--- config.mk ---
export PLATFORM = sky130hd
export DESIGN_NAME = sacc_conv_ctrl
export DESIGN_NICKNAME = d
export VERILOG_FILES = /design/src/design/sacc_step_div.v /design/src/design/sacc_conv_ctrl.v
export VERILOG_INCLUDE_DIRS = /design/src /design/src/design
export SDC_FILE = /design/constraint.sdc
export NUM_CORES = 1
export LEC_CHECK = 0
export BUFFER_PORTS_ARGS = -buffer_cell sky130_fd_sc_hd__buf_2
export CORE_AREA = 2 2 94 105
export CTS_CLUSTER_DIAMETER = 150
export DETAILED_ROUTE_END_ITERATION = 10
export DIE_AREA = 0 0 96 107
export PLACE_DENSITY = 0.59
export SETUP_SLACK_MARGIN = 0.1
export SYNTH_ARGS = -nofsm -noshare
export SYNTH_HDL_FRONTEND = slang
export SYNTH_SLANG_ARGS = --single-unit
--- constraint.sdc ---
create_clock -name mclk_in -period 1.89 [get_ports mclk_in]
set_input_delay 0.378 -clock mclk_in [delete_from_list [all_inputs] [get_ports mclk_in]]
set_output_delay 0.378 -clock mclk_in [all_outputs]
set_load 0.005 [all_outputs]
--- src/design/sacc_defs.vh ---
`ifndef SACC_DEFS_VH
`define SACC_DEFS_VH

// result word width and code space
`define SACC_RES_W        14
`define SACC_NUM_CODES    16384
`define SACC_MSB_IDX      13
// internal conversion clock: one bit step every DIV cycles of mclk
`define SACC_CLK_NS       10
`define SACC_STEP_NS      130
`define SACC_STEP_DIV     ((`SACC_STEP_NS + `SACC_CLK_NS - 1) / `SACC_CLK_NS)
`define SACC_DIV_W        8
// host-side figures, kept for reference only; neither design nor bench uses them
`define SACC_ACQ_MIN_NS   400
`define SACC_WAKE_NS      400
`define SACC_EARLY_NS     900
// power states
`define SACC_PWR_ON       2'b00
`define SACC_PWR_NAP      2'b01
`define SACC_PWR_SLEEP    2'b10

`endif

--- src/design/sacc_step_div.v ---
`timescale 1ns/1ps
`default_nettype none
`include "sacc_defs.vh"

// divider making the internal bit-step enable, held cleared while run_in is low
module sacc_step_div (
	input  wire mclk_in,
	input  wire rstn_in,
	input  wire run_in,
	output reg  step_out
);
	reg [`SACC_DIV_W-1:0] cnt_q;

	always @(posedge mclk_in) begin
		if (!rstn_in || !run_in) begin
			cnt_q    <= {`SACC_DIV_W{1'b0}};
			step_out <= 1'b0;
		end else if (cnt_q == `SACC_STEP_DIV - 1) begin
			cnt_q    <= {`SACC_DIV_W{1'b0}};
			step_out <= 1'b1;
		end else begin
			cnt_q    <= cnt_q + 8'h01;
			step_out <= 1'b0;
		end
	end
endmodule // sacc_step_div

`default_nettype wire

--- src/design/sacc_conv_ctrl.v ---
`timescale 1ns/1ps
`default_nettype none
`include "sacc_defs.vh"

module sacc_conv_ctrl (
	input  wire                     mclk_in,
	input  wire                     rstn_in,
	input  wire                     chip_select_n_in,
	input  wire                     read_n_in,
	input  wire                     convert_start_n_in,
	input  wire                     power_down_n_in,
	input  wire                     comp_in,
	output reg                      busy_n_out,
	output reg  [`SACC_RES_W-1:0]   result_bus_out,
	output reg  [`SACC_RES_W-1:0]   result_bus_oe_out,
	output reg  [`SACC_RES_W-1:0]   dac_code_out,
	output reg                      sample_out,
	output reg  [1:0]               power_state_out
);
	localparam [2:0] ST_IDLE = 3'b001;
	localparam [2:0] ST_CONV = 3'b010;
	localparam [2:0] ST_DONE = 3'b100;

	// two-flop synchronisers on every pin except rstn_in
	reg [1:0] cs_s_q;
	reg [1:0] rd_s_q;
	reg [1:0] cv_s_q;
	reg [1:0] pd_s_q;
	reg [1:0] cp_s_q;
	reg       cv_prev_q;
	reg       pd_prev_q;
	reg [2:0] state_q;
	reg [`SACC_RES_W-1:0] approx_q;
	reg [`SACC_RES_W-1:0] trial_q;
	reg [`SACC_RES_W-1:0] latch_q;
	wire cs_n  = cs_s_q[1];
	wire rd_n  = rd_s_q[1];
	wire cv_n  = cv_s_q[1];
	wire pd_n  = pd_s_q[1];
	wire comp  = cp_s_q[1];
	wire start = cv_prev_q & ~cv_n & ~cs_n & pd_n;
	wire step;

	// conversion steps paced internally, no host clock
	sacc_step_div u_div (
		.mclk_in  (mclk_in),
		.rstn_in  (rstn_in),
		.run_in   (state_q == ST_CONV),
		.step_out (step)
	);

	always @(posedge mclk_in) begin
		if (!rstn_in) begin
			cs_s_q    <= 2'h3;
			rd_s_q    <= 2'h3;
			cv_s_q    <= 2'h3;
			pd_s_q    <= 2'h3;
			cp_s_q    <= 2'h0;
			cv_prev_q <= 1'b1;
			pd_prev_q <= 1'b1;
		end else begin
			cs_s_q    <= {cs_s_q[0], chip_select_n_in};
			rd_s_q    <= {rd_s_q[0], read_n_in};
			cv_s_q    <= {cv_s_q[0], convert_start_n_in};
			pd_s_q    <= {pd_s_q[0], power_down_n_in};
			cp_s_q    <= {cp_s_q[0], comp_in};
			cv_prev_q <= cv_n;
			pd_prev_q <= pd_n;
		end
	end

	// power mode picked by chip select at the falling power_down_n edge
	always @(posedge mclk_in) begin
		if (!rstn_in)
			power_state_out <= `SACC_PWR_ON;
		else if (pd_n)
			power_state_out <= `SACC_PWR_ON;
		else if (pd_prev_q) begin
			if (!cs_n)
				power_state_out <= `SACC_PWR_NAP;
			else
				power_state_out <= `SACC_PWR_SLEEP;
		end
	end

	// sequencer; start edges outside idle are dropped
	always @(posedge mclk_in) begin
		if (!rstn_in) begin
			state_q      <= ST_IDLE;
			approx_q     <= {`SACC_RES_W{1'b0}};
			trial_q      <= {`SACC_RES_W{1'b0}};
			latch_q      <= {`SACC_RES_W{1'b0}};
			busy_n_out   <= 1'b1;
			dac_code_out <= {`SACC_RES_W{1'b0}};
			sample_out   <= 1'b1;
		end else begin
			case (state_q)
			ST_IDLE: begin
				if (start) begin
					state_q    <= ST_CONV;
					approx_q   <= {`SACC_RES_W{1'b0}};
					trial_q    <= {1'b1, {(`SACC_RES_W-1){1'b0}}};
					busy_n_out <= 1'b0;
					sample_out <= 1'b0;
					// offset binary trial, msb set
					dac_code_out <= {1'b1, {(`SACC_RES_W-1){1'b0}}};
				end
			end
			ST_CONV: begin
				if (step) begin
					// keep trial bit when comparator says input is above
					if (comp)
						approx_q <= approx_q | trial_q;
					trial_q <= trial_q >> 1;
					dac_code_out <= (comp ? (approx_q | trial_q) : approx_q)
						| (trial_q >> 1);
					if (trial_q[0])
						state_q <= ST_DONE;
				end
			end
			ST_DONE: begin
				// offset binary to two's complement: flip msb
				latch_q <= approx_q ^ {1'b1, {(`SACC_RES_W-1){1'b0}}};
				state_q <= ST_IDLE;
				sample_out <= 1'b1;
			end
			default: state_q <= ST_IDLE;
			endcase
			// busy rises one cycle after the latch load
			if (state_q == ST_DONE)
				busy_n_out <= 1'b0;
			else if (state_q == ST_IDLE && !start)
				busy_n_out <= 1'b1;
		end
	end

	// three-state port: data and enable registered
	always @(posedge mclk_in) begin
		if (!rstn_in) begin
			result_bus_out    <= {`SACC_RES_W{1'b0}};
			result_bus_oe_out <= {`SACC_RES_W{1'b0}};
		end else begin
			result_bus_out    <= latch_q;
			result_bus_oe_out <= {`SACC_RES_W{~cs_n & ~rd_n}};
		end
	end
endmodule // sacc_conv_ctrl

`default_nettype wire

== Word-level counts from Yosys, hierarchy flattened ==
Cells that the tools add are included.
Word-level totals
  output and inout bits: 46
  flip-flop bits (word level): 99
  input bits: 7
  word-level logic and storage cells: 73
Operators by class
  bitwise operators: 11
  reductions and logical operators: 15
  equal/unequal tests: 7
  $add $sub $neg: 1
  muxes and demuxes: 20
Operator list (count)
  14-bit 2-to-1 mux: 6
  14-bit case mux with 2 select lines: 3
  14-bit by 13-bit OR with 14-bit output: 1
  14-bit OR: 1
  3-bit 2-to-1 mux: 3
  8-bit by 1-bit adder with 8-bit output (second input constant): 1
  8-bit by 4-bit equality test with 1-bit output (second input constant): 1
  2-bit inequality test (second input constant): 3
  3-bit case mux with 2 select lines: 1
  3-bit AND reduction: 2
  3-bit nonzero test: 2
  1-bit 2-to-1 mux: 5
  1-bit NOT: 5
  1-bit bitwise AND: 4
  2-bit AND reduction: 2
  2-bit nonzero test: 2
  2-bit OR reduction: 2
  3-bit by 1-bit equality test with 1-bit output (second input constant): 1
  3-bit by 2-bit equality test with 1-bit output (second input constant): 1
  3-bit equality test (second input constant): 1
  1-bit zero test: 3
  2-bit 2-to-1 mux: 1
  1-bit case mux with 2 select lines: 1
  1-bit logical AND: 1
  1-bit logical OR: 1

== Longest topological paths before layout ==
  depth after elaboration: 8
  depth in mapped cells: 5
  mapped depth without buffers: 5

== By module ==
From an unflattened synthesis, not the netlist that was laid out.
Unflattened totals
  cell total of the unflattened synthesis: 391
  area, all modules: 3651.0 µm²
By module, submodules not included
  sacc_conv_ctrl: seq. area each 1801.7 µm², area an instance 3261.9 µm², cells an instance 347, times used 1
  sacc_step_div: seq. area each 180.2 µm², area an instance 389.1 µm², cells an instance 44, times used 1

== Worst setup path after synthesis ==
No wires, ideal clock.
  path kind: register -> register
  start: register state_q[0]
  end: register trial_q[1]
  arrival: 1.279 ns
  path buffers: 2
  library setup time: 0.129 ns
  cell stages (with the launch flop): 6
  period minus slack after synthesis: 1.407 ns
  data required time: 1.761 ns
  slack: 0.483 ns
  cells stage by stage: dfxtp_1 > or3b_1 > buf_4 > o21ai_4 > buf_4 > o22ai_1
Between the ends
  cells in the longest elaborated chain, start to end: 3
  elaborated cells between the ends (all ways): 7
  those cells by class: 4 x eq/ne; 1 x mux; 2 x reduce/logical
Ends and longest elaborated chain
  from (decl): RTL line sacc_conv_ctrl.v:32  | reg [2:0] state_q;
  from (signal assigned): RTL line sacc_conv_ctrl.v:89  | state_q <= ST_IDLE;
  from (signal assigned): RTL line sacc_conv_ctrl.v:100  | state_q <= ST_CONV;
  from (signal assigned): RTL line sacc_conv_ctrl.v:118  | state_q <= ST_DONE;
  3-bit by 2-bit equality test with 1-bit output or 3-bit by 1-bit equality test with 1-bit output (tied branches): RTL line sacc_conv_ctrl.v:97  | case (state_q)
  2-bit inequality test (no line) or 2-bit nonzero test (tied branches)
  3-bit AND reduction (no line)
  to (signal assigned): RTL line sacc_conv_ctrl.v:91  | trial_q <= {`SACC_RES_W{1'b0}};
  to (signal assigned): RTL line sacc_conv_ctrl.v:102  | trial_q <= {1'b1, {(`SACC_RES_W-1){1'b0}}};
  to (signal assigned): RTL line sacc_conv_ctrl.v:114  | trial_q <= trial_q >> 1;
  to (decl): RTL line sacc_conv_ctrl.v:34  | reg [`SACC_RES_W-1:0] trial_q;
Several ways; a longest one is shown, not always the timed one.
A chain may end at the register's enable or synchronous reset.

== Worst setup path after layout ==
  start: register state_q[0]
  end: register trial_q[12]
Same word-level chain as after synthesis.

==> flow_metrics.tcl <==
set metrics [dict create \
    status "completed" \
    synth.yosys.seq_area_share 0.551 \
    hold_path_startpoint "power_down_n_in" \
    cts.sinks 99 \
    place_ws_ns 0.349 \
    crit_required_ns 2.12 \
    hp-class "in2reg" \
    worst_slew_margin_rel 0.614 \
    clk_latency_ns 0.36 \
    final_area_um2 4100 \
    vias_per_cell 4.83 \
    rows 37 \
    peakVddDrop_mv 0.298 \
    synth-async-reset-ratio 0 \
    grt_usage 0.140 \
    finalWirelength_mm 6.70 \
    die_y_um 107 \
    hold_slack_ns 0.205 \
    port_buffers 52 \
    setup.worst_path.start "state_q[0]" \
    setup_violations 0 \
    cap_violations 0 \
    drt_iter0_markers 126 \
    synth.top_cell.area_share 0.551 \
    crit_arrival_ns 1.79 \
    synth_cell_type_count 38 \
    syn_avg_cell_area_um2 9.52 \
    powerDensity_nw_per_um2 901 \
    grt_max_degree 51 \
    ctsHoldBuffers 0 \
    postRouteAntennaNets 0 \
    grt_pass1_vias 2344 \
    max_freq_mhz 643 \
    finClkSkew_ns 0.0123 \
    grt_setup_unrepaired "false" \
    start_util 0.390 \
    ys_top_cells_by_area "dfxtp_1, nand2_1, o21ai_0" \
    io_pins 53 \
    path_clk_slew_ns 0.10 \
    synth_top_area_cell "dfxtp_1" \
    endpoint_kind "flip-flop" \
    crit_path_start_kind "flip-flop" \
    cts_buffer_depth 2 \
    critPathKind "reg2reg" \
    area_growth_pct 13.9 \
    syn_nets 387 \
    tightest_slew_ns 0.578 \
    leakage_nw 1.73 \
    vias 2572 \
    ctsResizeCount 0 \
    synth_seq_cells 99 \
    finalHoldViolations 0 \
    cts_tree "done" \
    setup_tns_ns 0 \
    dpl_cell_area_um2 3870 \
    drc_errors 0 \
    cts_setup_buffers 0 \
    slew_violations 0 \
    power.total_w 0.00369 \
    cts_max_level 3 \
    die_w_um 96 \
    worstReg2RegStart "state_q[0]" \
    antenna_found_initial 0 \
    wl_per_cell_um 12.6 \
    core_um2 9210 \
    synth_cells 378 \
    grt.overflow.total 0 \
    post-route-min-period_ns 1.56 \
    dp_hpwl_mm 4.53 \
    cts-root-buf "clkbuf_8" \
    first_pass_iters 4 \
    min_period_over_period 0.823 \
    dieArea_um2 10300 \
    synth.cell_area_um2 3600 \
    grt_first_pass_wirelength_mm 11.4 \
    crit_fanout 14 \
    diodes 0 \
    synth-edff-count 0 \
    synth_ff_type "dfxtp_1" \
    numCtsBuffers 9 \
    yosys_warnings 0 \
    nNetsFinal 419 \
    drive_gt1_frac 0.193 \
    worst_slack_ns 0.334 \
    gp_congestion 0.783 \
]
## cell type report
| class | instances | area [um^2] |
|---|---|---|
| fill | 893 | 5110 |
| sequential | 99 | 1980 |
| multi-input combinational | 236 | 1390 |
| timing repair buffer | 59 | 338 |
| tap | 117 | 146 |
| clock buffer | 9 | 124 |
| clock inverter | 7 | 103 |
| inverter | 5 | 18.8 |
## routing by layer
| layer | up-vias | part of all wire | GRT usage |
|---|---|---|---|
| li1 | 1361 | - | - |
| met1 | 1165 | 0.53 | 0.211 |
| met2 | 40 | 0.42 | 0.188 |
| met3 | 6 | 0.035 | 0.0323 |
| met4 | 0 | 0.012 | 0.0612 |
| met5 | - | 0 | 0 |
## critical path, cell delays in order, from the launching register on
cell and delay [ns]:
dfxtp_1 0.44, or3b_1 0.49, o21ai_4 0.37, o21ai_0 0.14
## logic make-up after synthesis
group / after synthesis / synth area share
buffers and inverters: 43 / 0.0637
multiplexers: 2 / 0.00557
XOR/XNOR: 3 / 0.00731
AND/OR/NAND/NOR: 120 / 0.173
AO/OA/AOI/OAI: 109 / 0.192
adder cells (fa/ha/maj): 2 / 0.00696
flip-flops: 99 / 0.551
## cell usage after synthesis (2+ instances only)
library cell	count
a31oi_1	2
buf_4	16
clkbuf_1	16
nor3b_1	3
nand4bb_1	3
a21boi_0	14
nand2b_1	11
o21ai_0	30
a21oi_1	17
ha_1	2
nor2_1	9
nand2_1	56
nor2b_1	2
mux2i_1	2
o211a_1	2
inv_1	5
o21ai_1	3
a211o_1	13
buf_2	6
o22ai_1	24
nand3_1	6
xor2_1	2
dfxtp_1	99
or3_1	4
and2_1	18
## metrics by stage
| stage | util | instances |
|---|---|---|
| 6_report | 0.445 | 532 |
| 5_1_grt | 0.445 | 532 |
| 4_1_cts | 0.445 | 532 |
| 3_5_place_dp | 0.420 | 516 |
| 3_3_place_gp | 0.420 | 516 |
| 2_1_floorplan | - | 378 |
## power by group
part / total [W] / switching, W / internal (W)
Combinational: 0.0000740 / 0.0000438 / 0.0000302
Clock: 0.00151 / 0.000750 / 0.000764
Sequential: 0.00210 / 0.00000610 / 0.00210
## flip-flops by register name, summed over array words and instances (netlist names), 2 cells and up
register	flops
pd_s_q	2
approx_q	14
result_bus_out	14
dac_code_out	14
state_q	3
cs_s_q	2
rd_s_q	2
trial_q	14
power_state_out	2
u_div.cnt_q	8
latch_q	14
cv_s_q	2
cp_s_q	2
## placed cells by master, fill, tap and decap left out, types with 2 or more instances in the layout
master / count
o22ai_1: 24
a211o_1: 13
dfxtp_1: 99
bufinv_16: 2
and2_1: 18
buf_12: 2
o211a_1: 2
or3_1: 4
buf_4: 5
a31oi_1: 2
a21oi_1: 17
nor3b_1: 3
mux2i_1: 2
xor2_1: 2
nand4bb_1: 3
nand2_1: 56
o21ai_0: 30
nor2_1: 9
nand3_1: 6
inv_6: 4
nor2b_1: 2
a21boi_0: 14
buf_2: 52
nand2b_1: 11
ha_1: 2
inv_1: 5
clkbuf_8: 9
o21ai_1: 3
## path summary, 6_finish.rpt
kind,endpoint,slack (ns),cells past startpoint
max,trial_q[12],0.33,3
max reg2reg,trial_q[12],0.33,3
min reg2reg,result_bus_oe_out[0],0.39,1
min,pd_s_q[0],0.20,2
No activity file was read; power rests on OpenSTA's default activity.
